`src/core/rtmrw_pkg.sv`:
```
package rtmrw_pkg;
    // message information word field positions
    localparam int GAP_ERR_BIT   = 13;
    localparam int WC_ERR_BIT    = 12;
    localparam int MSG_ERR_BIT   = 10;
    localparam int BUSY_BIT      = 9;
    localparam int ILL_CMD_BIT   = 8;
    localparam int TERMINAL_TO_TERMINAL_FLAG_BIT      = 6;
    localparam int BUS_SEL_BIT   = 5;
    localparam int WC_MSB        = 4;
    // record word offsets from the data pointer
    localparam logic [14:0] OFS_INFO = 15'h0000;
    localparam logic [14:0] OFS_TAG  = 15'h0001;
    localparam logic [14:0] OFS_DATA = 15'h0002;
    // mode code split: codes at or above carry one data word
    localparam logic [4:0] MC_DATA_FIRST = 5'h10;
    // undefined receive mode codes with data
    localparam logic [4:0] MC_UNDEF_A = 5'h10;
    localparam logic [4:0] MC_UNDEF_B = 5'h12;
    localparam logic [4:0] MC_UNDEF_C = 5'h13;
    // record writer states
    typedef enum logic [3:0] {
        RTMRW_IDLE = 4'b0001,
        RTMRW_INFO = 4'b0010,
        RTMRW_TAG  = 4'b0100,
        RTMRW_DATA = 4'b1000
    } rtmrw_state_t;
endpackage

```
`src/core/rtmrw_writer.sv`:
```
`timescale 1ns/1ps
module rtmrw_writer
    import rtmrw_pkg::*;
(
    // clock and reset
    input  wire logic        clk,
    input  wire logic        resetn,
    // message completion from the decoder
    input  wire logic        msg_done,
    input  wire logic        msg_is_mode,
    input  wire logic        msg_is_tx,
    input  wire logic [4:0]  msg_count,
    input  wire logic [14:0] data_pointer,
    input  wire logic [15:0] time_tag,
    input  wire logic [15:0] mode_data,
    input  wire logic        gap_seen,
    input  wire logic        extra_words,
    input  wire logic        global_busy,
    input  wire logic        force_busy_control,
    input  wire logic        illegal_entry,
    input  wire logic        terminal_to_terminal_flag_ok,
    input  wire logic        bus_b,
    input  wire logic        undefined_mode_code_invalid,
    // response decision
    output logic             in_form_r,
    output logic             send_data_r,
    // shared ram write port
    output logic             ram_we_r,
    output logic [14:0]      ram_addr_r,
    output logic [15:0]      ram_wdata_r,
    output logic             busy_r
);
    rtmrw_state_t state_r, state_nxt;
    logic [15:0] info_r, info_nxt;
    logic [15:0] tag_r, tag_nxt;
    logic [15:0] mdata_r, mdata_nxt;
    logic [14:0] ptr_r, ptr_nxt;
    logic        has_data_r, has_data_nxt;
    logic        we_nxt;
    logic [14:0] addr_nxt;
    logic [15:0] wdata_nxt;
    logic        in_form_nxt, send_nxt;
    logic        gap_e, wc_e, bsy, undef_rx;

    // error and busy terms for the arriving message
    assign gap_e = gap_seen & msg_is_tx;
    assign wc_e  = extra_words & msg_is_tx;
    assign bsy   = (global_busy | force_busy_control) & msg_is_tx;
    assign undef_rx = msg_is_mode & ~msg_is_tx &
        (msg_count < MC_DATA_FIRST || msg_count == MC_UNDEF_A ||
         msg_count == MC_UNDEF_B || msg_count == MC_UNDEF_C);

    // next state and record capture
    always_comb begin
        state_nxt    = state_r;
        info_nxt     = info_r;
        tag_nxt      = tag_r;
        mdata_nxt    = mdata_r;
        ptr_nxt      = ptr_r;
        has_data_nxt = has_data_r;
        we_nxt       = 1'b0;
        addr_nxt     = ram_addr_r;
        wdata_nxt    = ram_wdata_r;
        in_form_nxt  = in_form_r;
        send_nxt     = send_data_r;
        unique case (state_r)
            RTMRW_IDLE: begin
                if (msg_done) begin
                    info_nxt = 16'h0000;
                    info_nxt[GAP_ERR_BIT] = gap_e;
                    info_nxt[WC_ERR_BIT]  = wc_e;
                    info_nxt[MSG_ERR_BIT] = gap_e | wc_e;
                    info_nxt[BUSY_BIT]    = bsy;
                    info_nxt[ILL_CMD_BIT] = illegal_entry;
                    info_nxt[TERMINAL_TO_TERMINAL_FLAG_BIT] = terminal_to_terminal_flag_ok & msg_is_tx &
                        ~msg_is_mode & ~(gap_e | wc_e);
                    info_nxt[BUS_SEL_BIT] = bus_b;
                    info_nxt[WC_MSB:0]    = msg_count;
                    tag_nxt   = time_tag;
                    mdata_nxt = mode_data;
                    ptr_nxt   = data_pointer;
                    // only receive mode data is stored here
                    has_data_nxt = msg_is_mode & ~msg_is_tx &
                        (msg_count >= MC_DATA_FIRST);
                    in_form_nxt = ~(undef_rx &
                        (illegal_entry | undefined_mode_code_invalid))
                        & ~illegal_entry;
                    send_nxt = msg_is_tx & ~bsy;
                    state_nxt = RTMRW_INFO;
                end
            end
            RTMRW_INFO: begin
                we_nxt    = 1'b1;
                addr_nxt  = ptr_r + OFS_INFO;
                wdata_nxt = info_r;
                state_nxt = RTMRW_TAG;
            end
            RTMRW_TAG: begin
                we_nxt    = 1'b1;
                addr_nxt  = ptr_r + OFS_TAG;
                wdata_nxt = tag_r;
                state_nxt = has_data_r ? RTMRW_DATA : RTMRW_IDLE;
            end
            RTMRW_DATA: begin
                we_nxt    = 1'b1;
                addr_nxt  = ptr_r + OFS_DATA;
                wdata_nxt = mdata_r;
                state_nxt = RTMRW_IDLE;
            end
            default: state_nxt = RTMRW_IDLE;
        endcase
    end

    // register all state
    always_ff @(posedge clk or negedge resetn) begin
        if (!resetn) begin
            state_r     <= RTMRW_IDLE;
            info_r      <= 16'h0000;
            tag_r       <= 16'h0000;
            mdata_r     <= 16'h0000;
            ptr_r       <= 15'h0000;
            has_data_r  <= 1'b0;
            ram_we_r    <= 1'b0;
            ram_addr_r  <= 15'h0000;
            ram_wdata_r <= 16'h0000;
            in_form_r   <= 1'b1;
            send_data_r <= 1'b0;
            busy_r      <= 1'b0;
        end else begin
            state_r     <= state_nxt;
            info_r      <= info_nxt;
            tag_r       <= tag_nxt;
            mdata_r     <= mdata_nxt;
            ptr_r       <= ptr_nxt;
            has_data_r  <= has_data_nxt;
            ram_we_r    <= we_nxt;
            ram_addr_r  <= addr_nxt;
            ram_wdata_r <= wdata_nxt;
            in_form_r   <= in_form_nxt;
            send_data_r <= send_nxt;
            busy_r      <= (state_nxt != RTMRW_IDLE);
        end
    end

    // record checks: a taken message is counted from its msg_done edge;
    // the info word shows two cycles later, the tag three, mode data four

    // info word written two cycles after completion
    info_write_a: assert property (@(posedge clk) disable iff (!resetn)
        msg_done && state_r == RTMRW_IDLE |-> ##2 ram_we_r &&
        ram_addr_r == $past(data_pointer, 2))
        else $error("info word not written at pointer");

    // tag write follows the info write at the next address
    tag_follow_a: assert property (@(posedge clk) disable iff (!resetn)
        ram_we_r && state_r == RTMRW_TAG |=> ram_we_r &&
        ram_addr_r == $past(ram_addr_r) + 15'h0001)
        else $error("time tag not at pointer plus one");

    // unused info bits leave as zero
    unused_zero_a: assert property (@(posedge clk) disable iff (!resetn)
        state_r == RTMRW_INFO |=> ram_wdata_r[15:14] == 2'b00 &&
        !ram_wdata_r[11] && !ram_wdata_r[7])
        else $error("unused info bits not zero");

    // message error is exactly the or of its two causes
    message_error_flag_or_a: assert property (@(posedge clk) disable iff (!resetn)
        state_r == RTMRW_INFO |=> ram_wdata_r[MSG_ERR_BIT] ==
        (ram_wdata_r[GAP_ERR_BIT] | ram_wdata_r[WC_ERR_BIT]))
        else $error("message error not tied to causes");

    // global busy blocks the data words
    busy_nodata_a: assert property (@(posedge clk) disable iff (!resetn)
        msg_done && state_r == RTMRW_IDLE && msg_is_tx &&
        global_busy |=> !send_data_r)
        else $error("data sent while busy");

    // per-command force busy blocks the data words too
    force_nodata_a: assert property (@(posedge clk) disable iff (!resetn)
        msg_done && state_r == RTMRW_IDLE && msg_is_tx &&
        force_busy_control |=> !send_data_r)
        else $error("data sent under forced busy");

    // mode codes without data close after the tag
    nodata_mode_a: assert property (@(posedge clk) disable iff (!resetn)
        msg_done && state_r == RTMRW_IDLE && msg_is_mode &&
        msg_count < MC_DATA_FIRST |-> ##4 !ram_we_r)
        else $error("extra word stored for mode without data");

    // receive mode data lands as the third word
    mode_data_a: assert property (@(posedge clk) disable iff (!resetn)
        msg_done && state_r == RTMRW_IDLE && msg_is_mode && !msg_is_tx &&
        msg_count >= MC_DATA_FIRST |-> ##4 ram_we_r &&
        ram_wdata_r == $past(mode_data, 4))
        else $error("mode data word not stored");

    // receive mode data address is pointer plus two
    data_addr_a: assert property (@(posedge clk) disable iff (!resetn)
        msg_done && state_r == RTMRW_IDLE && msg_is_mode && !msg_is_tx &&
        msg_count >= MC_DATA_FIRST |-> ##4
        ram_addr_r == $past(data_pointer, 4) + OFS_DATA)
        else $error("mode data word at wrong address");

    // undefined receive codes refused when the config bit is set
    undef_inform_a: assert property (@(posedge clk) disable iff (!resetn)
        msg_done && state_r == RTMRW_IDLE && undef_rx &&
        undefined_mode_code_invalid |=> !in_form_r)
        else $error("undefined mode code answered in form");

    // an illegal entry always refuses the in-form answer
    ill_inform_a: assert property (@(posedge clk) disable iff (!resetn)
        msg_done && state_r == RTMRW_IDLE &&
        illegal_entry |=> !in_form_r)
        else $error("illegal command answered in form");

    // with no entry and no config bit every receive mode code is in form
    defined_inform_a: assert property (@(posedge clk) disable iff (!resetn)
        msg_done && state_r == RTMRW_IDLE && msg_is_mode && !msg_is_tx &&
        !illegal_entry && !undefined_mode_code_invalid |=> in_form_r)
        else $error("receive mode code refused without cause");

    // bus select follows the bus used
    bus_sel_a: assert property (@(posedge clk) disable iff (!resetn)
        msg_done && state_r == RTMRW_IDLE |-> ##2
        ram_wdata_r[BUS_SEL_BIT] == $past(bus_b, 2))
        else $error("bus select bit wrong");

    // gap error only from a transmit message
    gap_flag_a: assert property (@(posedge clk) disable iff (!resetn)
        msg_done && state_r == RTMRW_IDLE |-> ##2
        ram_wdata_r[GAP_ERR_BIT] ==
        ($past(gap_seen, 2) && $past(msg_is_tx, 2)))
        else $error("gap error bit wrong");

    // word count error only from a transmit message
    wc_flag_a: assert property (@(posedge clk) disable iff (!resetn)
        msg_done && state_r == RTMRW_IDLE |-> ##2
        ram_wdata_r[WC_ERR_BIT] ==
        ($past(extra_words, 2) && $past(msg_is_tx, 2)))
        else $error("word count error bit wrong");

    // busy response bit from either busy source
    busy_flag_a: assert property (@(posedge clk) disable iff (!resetn)
        msg_done && state_r == RTMRW_IDLE |-> ##2
        ram_wdata_r[BUSY_BIT] == (($past(global_busy, 2) ||
        $past(force_busy_control, 2)) && $past(msg_is_tx, 2)))
        else $error("busy response bit wrong");

    // illegal command bit copies the table entry
    ill_flag_a: assert property (@(posedge clk) disable iff (!resetn)
        msg_done && state_r == RTMRW_IDLE |-> ##2
        ram_wdata_r[ILL_CMD_BIT] == $past(illegal_entry, 2))
        else $error("illegal command bit wrong");

    // word count field copies the command field
    count_field_a: assert property (@(posedge clk) disable iff (!resetn)
        msg_done && state_r == RTMRW_IDLE |-> ##2
        ram_wdata_r[WC_MSB:0] == $past(msg_count, 2))
        else $error("word count field wrong");

    // terminal to terminal bit only for a clean transmit subaddress
    terminal_to_terminal_flag_flag_a: assert property (@(posedge clk) disable iff (!resetn)
        msg_done && state_r == RTMRW_IDLE |-> ##2
        ram_wdata_r[TERMINAL_TO_TERMINAL_FLAG_BIT] == ($past(terminal_to_terminal_flag_ok, 2) &&
        $past(msg_is_tx, 2) && !$past(msg_is_mode, 2) &&
        !$past(gap_seen, 2) && !$past(extra_words, 2)))
        else $error("terminal to terminal bit wrong");

    // receive records carry no transmit error or busy flags
    rx_noerr_a: assert property (@(posedge clk) disable iff (!resetn)
        msg_done && state_r == RTMRW_IDLE && !msg_is_tx |-> ##2
        !ram_wdata_r[MSG_ERR_BIT] && !ram_wdata_r[BUSY_BIT])
        else $error("error flag on receive record");

    // time tag word lands at pointer plus one with the captured tag
    tag_word_a: assert property (@(posedge clk) disable iff (!resetn)
        msg_done && state_r == RTMRW_IDLE |-> ##3 ram_we_r &&
        ram_addr_r == $past(data_pointer, 3) + OFS_TAG &&
        ram_wdata_r == $past(time_tag, 3))
        else $error("time tag word wrong");

    // transmit records never touch the host's data words
    tx_nostore_a: assert property (@(posedge clk) disable iff (!resetn)
        msg_done && state_r == RTMRW_IDLE && msg_is_tx |-> ##4
        !ram_we_r)
        else $error("device wrote over transmit data");

    // busy stands from the cycle after msg_done and drops as the last word is written
    busy_span_a: assert property (@(posedge clk) disable iff (!resetn)
        msg_done && state_r == RTMRW_IDLE |=> busy_r ##1 busy_r)
        else $error("busy dropped during record");

    // main scenarios
    tx_rec_c: cover property (@(posedge clk) msg_done && msg_is_tx);
    mode_rx_c: cover property (@(posedge clk) state_r == RTMRW_DATA);
    busy_c: cover property (@(posedge clk) msg_done && bsy);
    undef_c: cover property (@(posedge clk) msg_done && undef_rx);
    tx_mode_c: cover property (@(posedge clk)
        msg_done && msg_is_tx && msg_is_mode);
endmodule // rtmrw_writer

```
`config.mk`:
```
export PLATFORM = sky130hd
export DESIGN_NAME = rtmrw_writer
export DESIGN_NICKNAME = d
export VERILOG_FILES = /design/src/core/rtmrw_pkg.sv /design/src/core/rtmrw_writer.sv
export SDC_FILE = /design/constraint.sdc
export NUM_CORES = 1
export LEC_CHECK = 0
export ABC_AREA = 1
export CELL_PAD_IN_SITES_DETAIL_PLACEMENT = 1
export CELL_PAD_IN_SITES_GLOBAL_PLACEMENT = 2
export CORE_UTILIZATION = 36
export CTS_CLUSTER_DIAMETER = 40
export DETAILED_ROUTE_END_ITERATION = 12
export DONT_BUFFER_PORTS = 1
export HOLD_SLACK_MARGIN = 0.05
export MAX_ROUTING_LAYER = met4
export PLACE_DENSITY_LB_ADDON = 0.1
export SLEW_MARGIN = 20
export SYNTH_ARGS = -nofsm -noshare
export SYNTH_HDL_FRONTEND = slang
export SYNTH_SLANG_ARGS = --single-unit
```
`constraint.sdc`:
```
create_clock -name clk -period 1.97 [get_ports clk]
set_input_delay 0.197 -clock clk [delete_from_list [all_inputs] [get_ports clk]]
set_output_delay 0.197 -clock clk [all_outputs]
set_load 0.1 [all_outputs]
```
# Word level (Yosys, flattened, before mapping)
# Index checks and enable logic that the tools add are counted.
word_totals:
  register_bits: 99
  in_bits: 65
  output_inout_bits: 35
  word_cells: 57
classes:
  add_sub_neg: 2
  order_cmp: 2
  n_eq_ne: 8
  n_mux: 6
  bitwise_logic: 21
  n_reduce_logical: 6
op_table:
  columns: ["operator", "count"]
  rows:
  - ["16-bit one-hot mux with 3 select lines", 1]
  - ["15-bit one-hot mux with 3 select lines", 1]
  - ["15-bit by 1-bit adder with 15-bit output, second input constant", 1]
  - ["15-bit by 2-bit adder with 15-bit output, second input constant", 1]
  - ["5-bit equality test, second input constant", 3]
  - ["1-bit bitwise AND", 12]
  - ["4-bit one-hot mux with 3 select lines", 1]
  - ["4-bit two-way mux", 2]
  - ["1-bit NOT", 6]
  - ["5-bit >= comparator, second input constant", 1]
  - ["5-bit < comparator, second input constant", 1]
  - ["4-bit by 1-bit equality test with 1-bit output, second input constant", 1]
  - ["4-bit by 2-bit equality test with 1-bit output, second input constant", 1]
  - ["4-bit by 3-bit equality test with 1-bit output, second input constant", 1]
  - ["4-bit equality test, second input constant", 1]
  - ["4-bit by 1-bit != test with 1-bit output, second input constant", 1]
  - ["1-bit logical OR", 3]
  - ["1-bit OR", 3]
  - ["3-bit nonzero test", 1]
  - ["3-bit OR reduction", 1]
  - ["2-bit AND reduction", 1]
  - ["1-bit two-way mux", 1]

# Longest topological paths before layout
depth:
  word_depth: 8
  ltp_mapped: 11
  depth_no_buf: 11

# Least setup slack after synthesis
# OpenSTA, ideal clock, no wires.
synth_path:
  path_kind: "register to register"
  startpoint: "reg state_r[0]"
  endpoint: "reg ram_addr_r[5]"
  setup_ps: 120
  arrival_time_ps: 1288
  required_ps: 1850
  path_slack_ps: 562
  stages_incl_launch_ff: 9
  n_path_buf: 1
  synth_period_minus_slack_ps: 1408
  cell_sequence: "dfstp_2 > nor2_4 > nand3_4 > nand2_2 > nor2_4 > inv_2 > buf_6 > o21ai_1 > inv_1"
synth_between:
  elab_chain_cells: 2
  word_cells_on_any_way: 5
  cone_classes: "eq/ne (3); mux (1); reduce/logical (1)"
synth_rtl:
  columns: ["element", "line", "source"]
  rows:
  - ["from (decl)", "rtmrw_writer.sv:33", "rtmrw_state_t state_r, state_nxt;"]
  - ["from (signal assigned)", "rtmrw_writer.sv:130", "state_r <= state_nxt;"]
  - ["4-bit equality test (tied with other cells)", "rtmrw_writer.sv:66", "unique case (state_r)"]
  - ["15-bit one-hot mux with 3 select lines / 3-bit nonzero test (equally long branches)", null, null]
  - ["to (signal assigned)", "rtmrw_writer.sv:137", "ram_addr_r <= addr_nxt;"]
  - ["to (decl)", "rtmrw_writer.sv:29", "output logic [14:0] ram_addr_r,"]
# Parallel ways exist; a longest one is shown, timed or not.
# A chain may end at the register's enable or synchronous reset.

# Worst setup path in the final report
layout_path:
  startpoint: "reg state_r[0]"
  endpoint: "reg ram_addr_r[14]"
# Same word-level chain as after synthesis.

==> results.ini <==
[timing]
max_slew.worst_pin.slew_ns=0.507
finalWorstSetupSlack_ns=0.313
finalCritPeriodShare_pct=84.1
rsz0062_at_grt=false
hold_violations=99
min_period_ns=1.66
fmax_mhz=604
final_max_slew_viol_count=0
finalSetupViolations=0
tns_ns=0
fin_skew_ns=0.00985
relSlewSlack_pct=66.2
timing.hold.ws_ns=-0.468

[synthesis]
synthMuxAreaShare_pct=0
synth_xor_area_share_pct=0.188
yosysSeqAreaShare_pct=53.2
synth_cell_types=33
synth-simple-area-share_pct=30.3
synthesis.nets=654
synthCells=587
synth_adder_area_share_pct=0.537
syn-cell-area_um2=4660
synth_top_family_by_area=simple AND/OR/NAND/NOR gates
syn_avg_cell_area_um2=7.94
synth_compound_area_share_pct=9.23
yosys_warnings=0
ys_ff_latch=99

[worst_setup_path]
rr_worst_depth=8
end_kind=flop
crit_type=reg2reg
crit_path_start=state_r[0]
r2r_start=state_r[0]
crit_fanout=16
cp.required_ns=2.23
arrival_ns=1.91
cp-start-kind=flop

[detailed_routing]
viasPerCell=4.79
drt_wl_total_mm=13.8
wl_per_cell_um=16.1
firstDrtPassIters=6
drtAntennaViolNets=0
drc=0
drt_first_iter_violations=142
vias=4088

[grt]
antenna_found_initial=0
track_usage_pct=23.4
grt_pass1_wl_mm=23.0
grt_max_degree=100
grt_pass1_vias=4500
overflow=0

[run_status]
status=complete, but fails checks
violations=negative hold slack

[cells_and_area]
syn2layout_area_growth_pct=28.5
layout_common_cells=nand2_1 (261), dfrtp_1 (97), dlygate4sd3_1 (61)
fillers=1562
nNetsFinal=744
stdcell_count=854
final_layout_size_suffix_gt1_share_pct=11.6
diodes=0
final_common_cell=nand2_1

[cts]
root_buffer=clkbuf_16
cts_buffer_depth=2
cts_resized=0
h-tree-depth=3
clk_pin_slew_ns=0.07
holdBufCountCts=61
insertion_delay_ns=0.36
numCtsBuffers=9
tritoncts=built
clock-sinks=99
cts_setup_buffers=0

[placed_design]
post-dp-hpwl_mm=8.93
routabilityCongestion=0.801
dp.cells=777
portBuffers=0
dpl_worst_slack_ns=0.292

[die]
num_io_pins=100
die_h_um=116
die_area_um2=13400
fp-row-count=41
die_w_um=116
core_area_um2=12600
initial_core_util_pct=36.9

[job]
drv_cap=0

[pwr]
powerDensity_nw_per_um2=1710
ir_worst_vdd_mv=0.665
p_leak_nw=2.96

[hold_path]
hp-class=in2async

worst paths after layout:
| kind | end | slack, ns |
|---|---|---|
| max | ram_addr_r[14] | 0.31 |
| min | state_r[1] | -0.47 |
| max reg2reg | ram_addr_r[14] | 0.31 |
| min reg2reg | mdata_r[2] | 0.48 |
| max in group asynchronous | in_form_r | 2.16 |
| min in group clk | info_r[12] | 0.05 |
power breakdown:
part | internal [mW] | switching [mW] | total [mW]
logic | 1.18 | 3.60 | 4.78
registers | 2.93 | 0.627 | 3.56
clock network | 1.05 | 0.861 | 1.91
total | 5.16 | 5.09 | 10.3
metrics by stage:
| stage | cell area [um^2] | utilization, % | total power, mW |
|---|---|---|---|
| floorplan | 4660 | - | 7.17 |
| global placement | 5060 | 40.1 | 8.19 |
| detailed placement | 5060 | 40.1 | 8.32 |
| CTS | 5990 | 47.5 | 10.4 |
| global route | 5990 | 47.5 | 10.9 |
| finish | 5990 | 47.5 | 10.3 |
layout make-up:
class                   count  area (um^2)  share of cell area, %
clock buffers              10          239                   3.99
clock inverters             6         76.3                   1.27
inverters                  40          153                   2.55
multi-input cells         424         1880                   31.3
flip-flops and latches     99         2480                   41.4
well taps                 172          215                   3.59
repair buffers            103          951                   15.9
kinds of logic after synthesis:
kind of cell	Yosys count
DFF	99
buffers and inverters	64
adders and majority gates	2
AOI/OAI and AO/OA	80
xor gates and xnor gates	1
and+or+nand+nor	341
synthesized netlist by cell type:
cell | instances | area (um^2)
nand2_1 | 261 | 980
o21bai_1 | 1 | 7.51
nand3_1 | 44 | 220
inv_4 | 1 | 6.26
ha_1 | 2 | 25.0
nand4_1 | 4 | 25.0
dfstp_2 | 2 | 52.6
clkbuf_1 | 5 | 18.8
clkbuf_2 | 1 | 5.00
nor3_1 | 2 | 10.0
xor2_1 | 1 | 8.76
nor2_1 | 17 | 63.8
inv_1 | 34 | 128
o21ai_4 | 1 | 16.3
buf_2 | 8 | 40.0
a21oi_1 | 16 | 80.1
dfrtp_1 | 97 | 2430
o21a_1 | 1 | 7.51
o21ai_0 | 42 | 210
a21o_1 | 1 | 7.51
nor2_2 | 4 | 25.0
o22ai_1 | 1 | 6.26
o21ai_1 | 15 | 75.1
nand2_4 | 1 | 11.3
buf_4 | 6 | 45.0
nand3_4 | 1 | 17.5
inv_2 | 5 | 18.8
o31ai_1 | 1 | 7.51
nor2_4 | 3 | 33.8
or2_0 | 2 | 12.5
buf_6 | 4 | 45.0
a31oi_2 | 1 | 12.5
nand2_2 | 2 | 12.5
flip-flops by register name, summed over array words and instances, names as in the netlist:
signal       count
info_r          12
send_data_r      1
state_r          4
ram_we_r         1
has_data_r       1
ram_wdata_r     16
tag_r           16
busy_r           1
mdata_r         16
in_form_r        1
ptr_r           15
ram_addr_r      15
routing by layer:
metal	track usage, %	vias up	routed length, um
met1	28.8	1966	6320
met4	5.64	0	146
met5	-	-	0
met2	39.0	72	6830
met3	5.33	14	471
li1	-	2036	-
critical path, cell delays in order, from the launching register on:
cell and delay, ns:
dfstp_2 0.56, inv_1 0.05, nand3_1 0.20, inv_2 0.10, nor2_4 0.15, inv_2 0.15
or2_0 0.23, nand2_1 0.07, inv_1 0.04
(Power assumes the default switching activity.)
